### src/srq_pkg.sv
// package for the status reporting unit: field positions, reset values,
// command codes and the carrier structs shared by all of its modules.
// assumes one clock domain; the asynchronous pins are synchronised in the top.
package srq_pkg;

	// register widths
	localparam int BYTE_W = 8;
	localparam int REG_W  = 16;

	// status byte bit positions
	localparam int STB_ERRQ = 2;
	localparam int STB_QUES = 3;
	localparam int STB_MAV  = 4;
	localparam int STB_ESB  = 5;
	localparam int STB_MSS  = 6;
	localparam int STB_OPER = 7;
	localparam logic [7:0] STB_SRQ_MASK = 8'hbc;

	// questionable summary bit positions
	localparam int QS_OVL   = 3;
	localparam int QS_TEMP  = 4;
	localparam int QS_CLIP  = 5;
	localparam int QS_UNCAL = 8;
	localparam int QS_LIMIT = 9;
	localparam int QS_MASK  = 12;

	// temperature register bit positions
	localparam int TEMP_WARN = 0;
	localparam int TEMP_ERR  = 1;

	// event status bit set at power on
	localparam int ESR_PON = 7;

	// reset values
	localparam logic [7:0]  ESR_RESET  = 8'h80;
	localparam logic [7:0]  BYTE_ZERO  = 8'h00;
	localparam logic [15:0] REG_ZERO   = 16'h0000;
	localparam logic [15:0] REG_ONES   = 16'hffff;
	localparam logic        PSC_RESET  = 1'b1;

	// error queue
	localparam int ERRQ_DEPTH = 8;
	localparam logic [15:0] NO_ERROR = 16'h0000;

	// index of each sixteen-bit register group
	localparam int IDX_OPER  = 0;
	localparam int IDX_QUES  = 1;
	localparam int IDX_OVL   = 2;
	localparam int IDX_TEMP  = 3;
	localparam int IDX_CLIP  = 4;
	localparam int IDX_LIMIT = 5;
	localparam int IDX_MASK  = 6;
	localparam int NUM_REGS  = 7;

	typedef enum logic [2:0]
	{
		PART_COND   = 3'h0,
		PART_EVENT  = 3'h1,
		PART_ENABLE = 3'h3,
		PART_RISE   = 3'h2,
		PART_FALL   = 3'h6
	} srq_part_type;

	typedef enum logic [3:0]
	{
		OP_NONE     = 4'h0,
		OP_RD_STB   = 4'h1,
		OP_RD_ESR   = 4'h3,
		OP_RD_SRE   = 4'h2,
		OP_RD_ESE   = 4'h6,
		OP_WR_SRE   = 4'h7,
		OP_WR_ESE   = 4'h5,
		OP_RD_REG   = 4'h4,
		OP_WR_REG   = 4'hc,
		OP_RD_ERR   = 4'hd,
		OP_CLS      = 4'hf,
		OP_PRESET   = 4'he,
		OP_RST      = 4'ha,
		OP_WR_PSC   = 4'hb
	} srq_op_type;

	// one command from the parser
	typedef struct packed
	{
		srq_op_type   op;
		logic [2:0]   sel;
		srq_part_type part;
		logic         line_start;
		logic [15:0]  data;
	} srq_cmd_type;

	// condition pins coming from the acquisition front end
	typedef struct packed
	{
		logic [3:0] channel_overload;
		logic [3:0] temp_warn;
		logic [3:0] temp_error;
		logic [3:0] clip_upper;
		logic [3:0] clip_lower;
		logic [7:0] limit_violation;
		logic       first_mask_test;
		logic       uncalibrated_flag;
	} srq_pins_type;

endpackage : srq_pkg

### src/srq_status_unit.sv
// status reporting unit: sixteen-bit register groups, status byte, event
// status register, error queue and the service request line.
// assumes commands, events and poll requests come from a parser on clk;
// the condition pins are asynchronous and are synchronised here.

// Notes on behaviour
// - overload of input n sets bit n-1
// - any channel temperature warning/error sets bit 0/1
// - clip upper even bit, lower odd bit
// - measurement k limit violation sets bit k-1
// - first mask test violation sets bit 0
// - enabled status byte bits raise service request
// - summaries gather enabled lower-level bits
// - queries return the plain binary register value
// - byte registers 8 bits, groups 16 bits
// - errors append; reads pop; empty answers zero
// - power-on-clear and clear-status wipe event parts
// - preset restores enables; byte enables only power-on
// - preset fills rising filters, clears falling filters
// - power-on and device clear flush buffers; power-on and clear-status flush queue
// - first command after terminator flushes output if reset, preset or clear-status armed it
// - only reset command alters instrument settings
// - serial poll returns the status byte
// - questionable summary bits 3,4,5,8,9,12; 15 zero
module srq_status_unit (
	input  wire logic                  clk,
	input  wire logic                  rst,
	input  wire srq_pkg::srq_pins_type pins,
	input  wire logic [15:0]           oper_cond,
	input  wire logic                  pon_event,
	input  wire logic                  dev_clear,
	input  wire logic                  mav,
	input  wire logic [7:0]            esr_events,
	input  wire logic                  err_push,
	input  wire logic [15:0]           err_code_in,
	input  wire logic                  cmd_valid,
	input  wire srq_pkg::srq_cmd_type  cmd,
	input  wire logic                  poll_req,
	output logic                       rsp_valid,
	output logic [15:0]                rsp_data,
	output logic                       poll_valid,
	output logic [7:0]                 poll_byte,
	output logic                       srq,
	output logic                       out_flush,
	output logic                       in_flush,
	output logic                       settings_reset
);

	// part selection shared by the read path
	function automatic logic [15:0] pick_part(
		input srq_pkg::srq_part_type part,
		input logic [15:0] c,
		input logic [15:0] e,
		input logic [15:0] en,
		input logic [15:0] r,
		input logic [15:0] f
	);
		case (part)
			srq_pkg::PART_COND:   pick_part = c;
			srq_pkg::PART_EVENT:  pick_part = e;
			srq_pkg::PART_ENABLE: pick_part = en;
			srq_pkg::PART_RISE:   pick_part = r;
			srq_pkg::PART_FALL:   pick_part = f;
			default:              pick_part = srq_pkg::REG_ZERO;
		endcase
	endfunction : pick_part

	srq_pkg::srq_pins_type pins_meta_reg;
	srq_pkg::srq_pins_type pins_reg;

	logic [7:0]  sre_reg;
	logic [7:0]  ese_reg;
	logic [7:0]  esr_reg;
	logic        psc_reg;
	logic        arm_reg;
	logic        rsp_valid_reg;
	logic [15:0] rsp_data_reg;
	logic        poll_valid_reg;
	logic [7:0]  poll_byte_reg;
	logic        srq_reg;
	logic        out_flush_reg;
	logic        in_flush_reg;
	logic        settings_reset_reg;

	logic [15:0] cond_vec   [srq_pkg::NUM_REGS];
	logic [15:0] cond_q     [srq_pkg::NUM_REGS];
	logic [15:0] event_q    [srq_pkg::NUM_REGS];
	logic [15:0] enable_q   [srq_pkg::NUM_REGS];
	logic [15:0] rise_q     [srq_pkg::NUM_REGS];
	logic [15:0] fall_q     [srq_pkg::NUM_REGS];
	logic [srq_pkg::NUM_REGS-1:0] summary;
	logic [15:0] clip_bits;
	logic [15:0] ques_cond;

	wire         is_rd_stb;
	wire         is_rd_esr;
	wire         is_rd_reg;
	wire         is_wr_reg;
	wire         is_rd_err;
	wire         is_cls;
	wire         is_preset;
	wire         is_rst;
	wire         pon_clear;
	wire         full_clear;
	wire         preset_all;
	wire         errq_flush;
	wire         errq_not_empty;
	wire [15:0]  errq_head;
	wire [7:0]   stb_base;
	wire         mss;
	wire [7:0]   stb_word;
	wire [7:0]   esr_next;
	wire [15:0]  reg_rd_data;
	wire         out_flush_next;

	// pins cross into the clock domain through two flip-flops
	always_ff @(posedge clk)
	begin
		if (rst)
		begin
			pins_meta_reg <= '0;
			pins_reg      <= '0;
		end
		else
		begin
			pins_meta_reg <= pins;
			pins_reg      <= pins_meta_reg;
		end
	end

	// command decode
	assign is_rd_stb  = cmd_valid && (cmd.op == srq_pkg::OP_RD_STB);
	assign is_rd_esr  = cmd_valid && (cmd.op == srq_pkg::OP_RD_ESR);
	assign is_rd_reg  = cmd_valid && (cmd.op == srq_pkg::OP_RD_REG);
	assign is_wr_reg  = cmd_valid && (cmd.op == srq_pkg::OP_WR_REG);
	assign is_rd_err  = cmd_valid && (cmd.op == srq_pkg::OP_RD_ERR);
	assign is_cls     = cmd_valid && (cmd.op == srq_pkg::OP_CLS);
	assign is_preset  = cmd_valid && (cmd.op == srq_pkg::OP_PRESET);
	assign is_rst     = cmd_valid && (cmd.op == srq_pkg::OP_RST);
	assign pon_clear  = pon_event && psc_reg;
	assign full_clear = is_cls || pon_clear;
	assign preset_all = is_preset || pon_clear;
	assign errq_flush = pon_event || is_cls;

	// condition words of each group
	generate
		for (genvar n = 0; n < 4; n++)
		begin : g_clip
			assign clip_bits[2*n]   = pins_reg.clip_upper[n];
			assign clip_bits[2*n+1] = pins_reg.clip_lower[n];
		end
	endgenerate
	assign clip_bits[15:8] = 8'h00;

	assign cond_vec[srq_pkg::IDX_OPER]  = {1'b0, oper_cond[14:0]};
	assign cond_vec[srq_pkg::IDX_OVL]   = {12'h000, pins_reg.channel_overload};
	assign cond_vec[srq_pkg::IDX_TEMP]  = {14'h0000, |pins_reg.temp_error,
		|pins_reg.temp_warn};
	assign cond_vec[srq_pkg::IDX_CLIP]  = clip_bits;
	assign cond_vec[srq_pkg::IDX_LIMIT] = {8'h00, pins_reg.limit_violation};
	assign cond_vec[srq_pkg::IDX_MASK]  = {15'h0000, pins_reg.first_mask_test};

	// questionable summary gathers the lower groups; bit 15 stays zero
	// built in its own variable so the array element has a single driver
	always_comb
	begin
		ques_cond = srq_pkg::REG_ZERO;
		ques_cond[srq_pkg::QS_OVL]   = summary[srq_pkg::IDX_OVL];
		ques_cond[srq_pkg::QS_TEMP]  = summary[srq_pkg::IDX_TEMP];
		ques_cond[srq_pkg::QS_CLIP]  = summary[srq_pkg::IDX_CLIP];
		ques_cond[srq_pkg::QS_UNCAL] = pins_reg.uncalibrated_flag;
		ques_cond[srq_pkg::QS_LIMIT] = summary[srq_pkg::IDX_LIMIT];
		ques_cond[srq_pkg::QS_MASK]  = summary[srq_pkg::IDX_MASK];
	end
	assign cond_vec[srq_pkg::IDX_QUES] = ques_cond;

	// one register group per index; only operation and questionable preset
	// their enables to zero
	generate
		for (genvar i = 0; i < srq_pkg::NUM_REGS; i++)
		begin : g_grp
			srq_scpi_reg #(
				.ENABLE_ONES (i > srq_pkg::IDX_QUES)
			) u_grp (
				.clk      (clk),
				.rst      (rst),
				.cond     (cond_vec[i]),
				.wr_en    (is_wr_reg && (cmd.sel == 3'(i))),
				.wr_part  (cmd.part),
				.wr_data  (cmd.data),
				.ev_read  (is_rd_reg && (cmd.sel == 3'(i)) &&
					(cmd.part == srq_pkg::PART_EVENT)),
				.ev_clear (full_clear),
				.preset   (preset_all),
				.cond_q   (cond_q[i]),
				.event_q  (event_q[i]),
				.enable_q (enable_q[i]),
				.rise_q   (rise_q[i]),
				.fall_q   (fall_q[i]),
				.summary  (summary[i])
			);
		end
	endgenerate

	srq_err_queue #(
		.DEPTH (srq_pkg::ERRQ_DEPTH)
	) u_errq (
		.clk       (clk),
		.rst       (rst),
		.push      (err_push),
		.code_in   (err_code_in),
		.pop       (is_rd_err),
		.flush     (errq_flush),
		.head      (errq_head),
		.not_empty (errq_not_empty)
	);

	// status byte: each summary bit combines a lower level source
	assign stb_base = {summary[srq_pkg::IDX_OPER], 1'b0, |(esr_reg & ese_reg), mav,
		summary[srq_pkg::IDX_QUES], errq_not_empty, 2'b00};
	assign mss      = |(stb_base & sre_reg & srq_pkg::STB_SRQ_MASK);
	assign stb_word = stb_base | {1'b0, mss, 6'h00};

	// new events win over a clear or a destructive read in the same cycle
	assign esr_next = ((full_clear || is_rd_esr) ? srq_pkg::BYTE_ZERO : esr_reg) |
		esr_events | {pon_event, 7'h00};

	// register read path returns the plain binary value
	assign reg_rd_data = (cmd.sel < 3'(srq_pkg::NUM_REGS)) ?
		pick_part(cmd.part, cond_q[cmd.sel], event_q[cmd.sel], enable_q[cmd.sel],
			rise_q[cmd.sel], fall_q[cmd.sel]) : srq_pkg::REG_ZERO;

	// output buffer is flushed by clears, or by the first command of a line
	// once a reset, preset or clear status has armed the flush
	assign out_flush_next = pon_event || dev_clear ||
		(arm_reg && cmd_valid && cmd.line_start);

	// byte level registers
	always_ff @(posedge clk)
	begin
		if (rst)
		begin
			sre_reg <= srq_pkg::BYTE_ZERO;
			ese_reg <= srq_pkg::BYTE_ZERO;
			esr_reg <= srq_pkg::ESR_RESET;
			psc_reg <= srq_pkg::PSC_RESET;
		end
		else
		begin
			esr_reg <= esr_next;
			if (pon_clear)
			begin
				sre_reg <= srq_pkg::BYTE_ZERO;
				ese_reg <= srq_pkg::BYTE_ZERO;
			end
			else if (cmd_valid && cmd.op == srq_pkg::OP_WR_SRE)
				sre_reg <= cmd.data[7:0];
			else if (cmd_valid && cmd.op == srq_pkg::OP_WR_ESE)
				ese_reg <= cmd.data[7:0];
			if (cmd_valid && cmd.op == srq_pkg::OP_WR_PSC)
				psc_reg <= cmd.data[0];
		end
	end

	// query answers; a query is always answered in the next cycle
	always_ff @(posedge clk)
	begin
		if (rst)
		begin
			rsp_valid_reg <= 1'b0;
			rsp_data_reg  <= srq_pkg::REG_ZERO;
		end
		else
		begin
			rsp_valid_reg <= is_rd_stb || is_rd_esr || is_rd_reg || is_rd_err ||
				(cmd_valid && (cmd.op == srq_pkg::OP_RD_SRE || cmd.op == srq_pkg::OP_RD_ESE));
			case (cmd_valid ? cmd.op : srq_pkg::OP_NONE)
				srq_pkg::OP_RD_STB: rsp_data_reg <= {8'h00, stb_word};
				srq_pkg::OP_RD_ESR: rsp_data_reg <= {8'h00, esr_reg};
				srq_pkg::OP_RD_SRE: rsp_data_reg <= {8'h00, sre_reg};
				srq_pkg::OP_RD_ESE: rsp_data_reg <= {8'h00, ese_reg};
				srq_pkg::OP_RD_REG: rsp_data_reg <= reg_rd_data;
				srq_pkg::OP_RD_ERR: rsp_data_reg <= errq_head;
				default:            rsp_data_reg <= rsp_data_reg;
			endcase
		end
	end

	// serial poll, service request and flush strobes
	always_ff @(posedge clk)
	begin
		if (rst)
		begin
			poll_valid_reg     <= 1'b0;
			poll_byte_reg      <= srq_pkg::BYTE_ZERO;
			srq_reg            <= 1'b0;
			out_flush_reg      <= 1'b0;
			in_flush_reg       <= 1'b0;
			settings_reset_reg <= 1'b0;
			arm_reg            <= 1'b0;
		end
		else
		begin
			poll_valid_reg <= poll_req;
			if (poll_req)
				poll_byte_reg <= stb_word;
			srq_reg            <= mss;
			out_flush_reg      <= out_flush_next;
			in_flush_reg       <= pon_event || dev_clear;
			settings_reset_reg <= is_rst;
			if (is_rst || is_preset || is_cls)
				arm_reg <= 1'b1;
			else if (cmd_valid && cmd.line_start)
				arm_reg <= 1'b0;
		end
	end

	assign rsp_valid      = rsp_valid_reg;
	assign rsp_data       = rsp_data_reg;
	assign poll_valid     = poll_valid_reg;
	assign poll_byte      = poll_byte_reg;
	assign srq            = srq_reg;
	assign out_flush      = out_flush_reg;
	assign in_flush       = in_flush_reg;
	assign settings_reset = settings_reset_reg;

	srq_raise_a: assert property (@(posedge clk) disable iff (rst)
		(|(stb_base & sre_reg & 8'hbc)) |=> srq)
		else $error("service request not raised");

	srq_quiet_a: assert property (@(posedge clk) disable iff (rst)
		((stb_base & sre_reg & 8'hbc) == 8'h00) |=> !srq)
		else $error("service request without cause");

	esr_clear_a: assert property (@(posedge clk) disable iff (rst)
		(is_cls && esr_events == 8'h00 && !pon_event) |=> esr_reg == 8'h00)
		else $error("event status not cleared");

	byte_enable_a: assert property (@(posedge clk) disable iff (rst)
		(is_cls && !pon_event) |=> sre_reg == $past(sre_reg))
		else $error("clear status touched enable");

	flush_pair_a: assert property (@(posedge clk) disable iff (rst)
		dev_clear |=> out_flush && in_flush)
		else $error("device clear did not flush");

	poll_match_a: assert property (@(posedge clk) disable iff (rst)
		poll_req |=> poll_valid && poll_byte == $past(stb_word))
		else $error("serial poll value wrong");

	stb_query_a: assert property (@(posedge clk) disable iff (rst)
		is_rd_stb |=> rsp_valid && rsp_data == {8'h00, $past(stb_word)})
		else $error("status byte query wrong");

	settings_hold_a: assert property (@(posedge clk) disable iff (rst)
		(dev_clear || is_cls) && !is_rst |=> !settings_reset)
		else $error("clear changed settings");

	line_flush_a: assert property (@(posedge clk) disable iff (rst)
		is_cls ##1 (cmd_valid && cmd.line_start) |=> out_flush)
		else $error("armed flush missing");

endmodule : srq_status_unit

### src/srq_scpi_reg.sv
// one sixteen-bit status register group: condition, transition filters,
// sticky event part and enable part, with its summary bit.
// assumes cond comes from logic on the same clock.
module srq_scpi_reg #(
	parameter logic ENABLE_ONES = 1'b0
) (
	input  wire logic                clk,
	input  wire logic                rst,
	input  wire logic [15:0]         cond,
	input  wire logic                wr_en,
	input  wire srq_pkg::srq_part_type wr_part,
	input  wire logic [15:0]         wr_data,
	input  wire logic                ev_read,
	input  wire logic                ev_clear,
	input  wire logic                preset,
	output logic      [15:0]         cond_q,
	output logic      [15:0]         event_q,
	output logic      [15:0]         enable_q,
	output logic      [15:0]         rise_q,
	output logic      [15:0]         fall_q,
	output logic                     summary
);

	localparam logic [15:0] EN_PRESET = ENABLE_ONES ? srq_pkg::REG_ONES : srq_pkg::REG_ZERO;

	logic [15:0] cond_reg;
	logic [15:0] event_reg;
	logic [15:0] enable_reg;
	logic [15:0] rise_reg;
	logic [15:0] fall_reg;
	wire  [15:0] edge_hits;
	wire  [15:0] event_next;

	// new edges win over a clear or a destructive read in the same cycle
	assign edge_hits  = (cond & ~cond_reg & rise_reg) | (~cond & cond_reg & fall_reg);
	assign event_next = ((ev_read || ev_clear) ? srq_pkg::REG_ZERO : event_reg) | edge_hits;

	// condition tracking and the sticky event part
	always_ff @(posedge clk)
	begin
		if (rst)
		begin
			cond_reg  <= srq_pkg::REG_ZERO;
			event_reg <= srq_pkg::REG_ZERO;
		end
		else
		begin
			cond_reg  <= cond;
			event_reg <= event_next;
		end
	end

	// enable and filters: preset beats a write issued in the same cycle
	always_ff @(posedge clk)
	begin
		if (rst || preset)
		begin
			enable_reg <= EN_PRESET;
			rise_reg   <= srq_pkg::REG_ONES;
			fall_reg   <= srq_pkg::REG_ZERO;
		end
		else if (wr_en)
		begin
			if (wr_part == srq_pkg::PART_ENABLE)
				enable_reg <= wr_data;
			if (wr_part == srq_pkg::PART_RISE)
				rise_reg <= wr_data;
			if (wr_part == srq_pkg::PART_FALL)
				fall_reg <= wr_data;
		end
	end

	assign cond_q   = cond_reg;
	assign event_q  = event_reg;
	assign enable_q = enable_reg;
	assign rise_q   = rise_reg;
	assign fall_q   = fall_reg;
	assign summary  = |(event_reg & enable_reg);

	filter_preset_a: assert property (@(posedge clk) disable iff (rst)
		preset |=> rise_reg == 16'hffff && fall_reg == 16'h0000)
		else $error("filters not preset");

	rise_capture_a: assert property (@(posedge clk) disable iff (rst)
		(|(cond & ~cond_reg & rise_reg)) |=> (event_reg & $past(cond)) != 16'h0000)
		else $error("rising edge not captured");

endmodule : srq_scpi_reg

### src/srq_err_queue.sv
// error queue: first in, first out store of signed error codes.
// assumes push and pop come from logic on the same clock; a push into a full
// queue is dropped, keeping the oldest entries.
module srq_err_queue #(
	parameter int DEPTH = srq_pkg::ERRQ_DEPTH
) (
	input  wire logic        clk,
	input  wire logic        rst,
	input  wire logic        push,
	input  wire logic [15:0] code_in,
	input  wire logic        pop,
	input  wire logic        flush,
	output logic      [15:0] head,
	output logic             not_empty
);

	localparam int AW = $clog2(DEPTH);

	logic [15:0] mem [DEPTH];
	logic [AW-1:0] rd_ptr_reg;
	logic [AW-1:0] wr_ptr_reg;
	logic [AW:0]   count_reg;
	wire           do_pop;
	wire           do_push;

	assign do_pop  = pop && (count_reg != '0);
	assign do_push = push && ((count_reg != DEPTH[AW:0]) || do_pop);

	// pointers and fill level
	always_ff @(posedge clk)
	begin
		if (rst || flush)
		begin
			rd_ptr_reg <= '0;
			wr_ptr_reg <= '0;
			count_reg  <= '0;
		end
		else
		begin
			if (do_pop)
				rd_ptr_reg <= rd_ptr_reg + 1'b1;
			if (do_push)
				wr_ptr_reg <= wr_ptr_reg + 1'b1;
			count_reg <= count_reg + {{AW{1'b0}}, do_push} - {{AW{1'b0}}, do_pop};
		end
	end

	always_ff @(posedge clk)
	begin
		if (do_push)
			mem[wr_ptr_reg] <= code_in;
	end

	// an empty queue answers with the no-error code
	assign head      = (count_reg == '0) ? srq_pkg::NO_ERROR : mem[rd_ptr_reg];
	assign not_empty = (count_reg != '0);

	empty_answer_a: assert property (@(posedge clk) disable iff (rst)
		(count_reg == 1 && pop && !push && !flush) |=> head == 16'h0000)
		else $error("empty queue gave a code");

	push_count_a: assert property (@(posedge clk) disable iff (rst)
		(push && !pop && !flush && count_reg == '0) |=> count_reg == 1)
		else $error("entry not appended");

endmodule : srq_err_queue

### config.mk
export PLATFORM = sky130hd
export DESIGN_NAME = srq_status_unit
export DESIGN_NICKNAME = d
export VERILOG_FILES = /design/src/srq_pkg.sv /design/src/srq_status_unit.sv /design/src/srq_scpi_reg.sv /design/src/srq_err_queue.sv
export SDC_FILE = /design/constraint.sdc
export NUM_CORES = 1
export LEC_CHECK = 0
export ABC_AREA = 1
export ABC_CLOCK_PERIOD_IN_PS = 7750
export BUFFER_PORTS_ARGS = -buffer_cell sky130_fd_sc_hd__buf_2
export CAP_MARGIN = 30
export CELL_PAD_IN_SITES_DETAIL_PLACEMENT = 1
export CELL_PAD_IN_SITES_GLOBAL_PLACEMENT = 1
export CORE_ASPECT_RATIO = 0.7
export CORE_MARGIN = 4
export CORE_UTILIZATION = 45
export DETAILED_ROUTE_END_ITERATION = 10
export GPL_TIMING_DRIVEN = 0
export PLACE_DENSITY_LB_ADDON = 0.1
export SYNTH_ARGS = -nofsm -noshare
export SYNTH_HDL_FRONTEND = slang
export SYNTH_HIERARCHICAL = 1
export SYNTH_SLANG_ARGS = --single-unit
### constraint.sdc
create_clock -name clk -period 7.75 [get_ports clk]
set_input_delay 0.3875 -clock clk [delete_from_list [all_inputs] [get_ports clk]]
set_output_delay 0.3875 -clock clk [all_outputs]
set_load 0.01 [all_outputs]
==> results_dict.tcl <==
set metrics [dict create \
    die_h_microns 254 \
    slew_headroom_pct 24.4 \
    status "complete, no violations" \
    place_congestion 1.09 \
    async_flop_share_pct 0 \
    start_util_pct 45.3 \
    grt_pass1_vias 43200 \
    synth_area_per_cell_sq_um 6.62 \
    synthDistinctLibCells 41 \
    drt_first_pass_iters 7 \
    hp-class "input pin to flip-flop" \
    ant_nets 0 \
    area_growth_syn_to_layout_pct 16.6 \
    place_area_sq_um 41800 \
    fmax_mhz 261 \
    worstPathArrival_ns 4.48 \
    clock_latency_ns 0.73 \
    largest_reg_flops 128 \
    layout-drive-gt1-share_pct 9.36 \
    numCtsBuffers 81 \
    synthCells 5894 \
    dieArea_sq_um 91500 \
    finalClockSkew_ns 0.0346 \
    placementRows 90 \
    pin_count 135 \
    clock-sinks 815 \
    whs_ns 0.0182 \
    setup_tns_ns 0 \
    drv_slew 0 \
    routed_via_density 6.02 \
    crit_path_end_kind "flip-flop" \
    drt-total-wl_microns 229000 \
    startpoint_type "input pin" \
    setup_viol 0 \
    ys_seq_area_share_pct 45.1 \
    crit_required_ns 8.39 \
    worst_slew_pin_slew_ns 1.13 \
    die_x_microns 360 \
    core_sq_um 86000 \
    worst-path-max-fanout 15 \
    design_area_sq_um 45500 \
    fin_util_pct 52.9 \
    drc_errors 0 \
    layout_min_cycle_time_ns 3.84 \
    total_power_mw 10.0 \
    syn_area_sq_um 39000 \
    port_buffers 128 \
    cts_tree "done" \
    synth-main-ff-cell "dfxtp_1" \
    synth_seq_cells 815 \
    grt_max_degree 24 \
    grt_pass1_wl_microns 312000 \
    cts-root-buf "clkbuf_16" \
    antenna_found_initial 19 \
    p_leak_nw 22.3 \
    dp_hpwl_microns 166000 \
    crit_type "input pin to flip-flop" \
    num_vias 45200 \
    grt_setup_unrepaired "false" \
    track_usage_pct 47.5 \
    irDropWorstVdd_mv 0.194 \
    dr.first_iter.drc_count 7859 \
    finalCritPeriodShare_pct 49.5 \
    synth.yosys.warnings 6 \
    final_hold_viol_count 0 \
    nNetsFinal 6392 \
    cts_setup_buffers 0 \
    overflow 0 \
    clockBufferDepth 3 \
    maxCapViolations 0 \
    largest_register "u_errq/mem" \
    synth_edf_count 128 \
    wl_per_cell_microns 30.6 \
    htree_num_levels 3 \
    clkTransAtPathRegs_ns 0.07 \
    p_per_area_nw_per_um2 221 \
]
Yosys cell counts, drive strengths merged (2+ instances only):
master  count  share of area (%)
clkbuf     48               0.46
nand4      64                1.0
buf       216                3.3
o211ai      2              0.038
inv       633                6.1
a211oi      6               0.12
ha          7               0.22
dfxtp     687                 35
nand2    2178                 21
clkinv      4              0.038
o21ai      67               0.86
nor2     1014                 10
nor3       19               0.45
or4         2              0.038
nand3     729                9.5
a21oi      67               0.86
nor4        4              0.064
edfxtp    128                9.9
or2         2              0.032
o22ai       9               0.14
area by class of cell:
type | instances | area, sq um
fillers | 11400 | 40600
multi-input cells | 4247 | 17800
flip-flops and latches | 815 | 17600
inverters | 637 | 2390
clock buffers | 123 | 2390
repair buffers | 233 | 1940
plain buffers | 264 | 1480
well taps | 1150 | 1440
clock inverters | 29 | 397
diodes | 4 | 10.0
report_power, final:
part / switching [mW] / internal, mW
Clock: 1.99 / 2.36
Combinational: 0.871 / 0.286
Sequential: 0.123 / 4.40
Total: 2.98 / 7.05
cells in the final DEF, fill, tap and decap left out, types with 64 or more instances in the layout:
master,count
clkbuf_16,83
edfxtp_1,128
inv_1,607
dlygate4sd3_1,78
dfxtp_1,687
buf_2,265
nor2_1,972
clkbuf_1,72
nand3_1,722
nand4_1,64
nand2_1,2154
conb_1,70
a21oi_1,67
repair_timing:
action | 4_1_cts | 5_1_grt
hold buffers | 78 | 0
endpoints found under the hold margin | 178 | 0
gates resized for setup | 0 | 0
worst max-delay path, stage by stage:
cell and delay, ns:
buf_2 0.41, buf_12 0.32, inv_1 0.13, nand3_1 0.20, clkbuf_1 0.46, inv_1 0.34, nand2_1 0.81, nor3_1 0.12
nor2_2 0.48, buf_2 0.43, nand2_1 0.12, nand3_1 0.11, nand2_1 0.06, inv_1 0.07
cell families (layout without fill, tap and decap cells):
family / Yosys count / after routing / synth area share, %
AOI/OAI and AO/OA: 153 / 153 / 2.06
and+or+nand+nor: 4014 / 4014 / 42.6
other: 1 / 74 / 0.00961
adders and majority gates: 8 / 8 / 0.276
DFF: 815 / 815 / 45.1
buffers and inverters: 901 / 1286 / 9.93
xor gates and xnor gates: 2 / 2 / 0.0449
metrics by stage:
stage,setup WS [ns],instances
final,3.91,7502
after global routing,4.00,7498
after CTS,4.05,7494
after detailed placement,3.36,7264
after global placement,3.04,7241
after floorplan,4.79,5963
routing by layer:
layer  track usage, %  up-vias  routed length, microns
li1                 -    18900                       -
met1             66.3    21900                   90900
met2             65.5     3637                   88600
met3             19.7      672                   38000
met4             17.8       28                   11400
met5                0        -                     322
final timing paths:
kind                            slack [ns]                start                         to  cells past startpoint
worst max-delay path                  3.91              cmd[19]  g_grp[1].u_grp/event_q[8]                     14
worst max register to register        5.01  u_errq/count_reg[2]                rsp_data[7]                     10
worst min register to register        0.44    pins_meta_reg[23]               pins_reg[23]                      2
worst min-delay path                  0.02             poll_req               poll_byte[6]                      3
(Power assumes the default switching activity.)
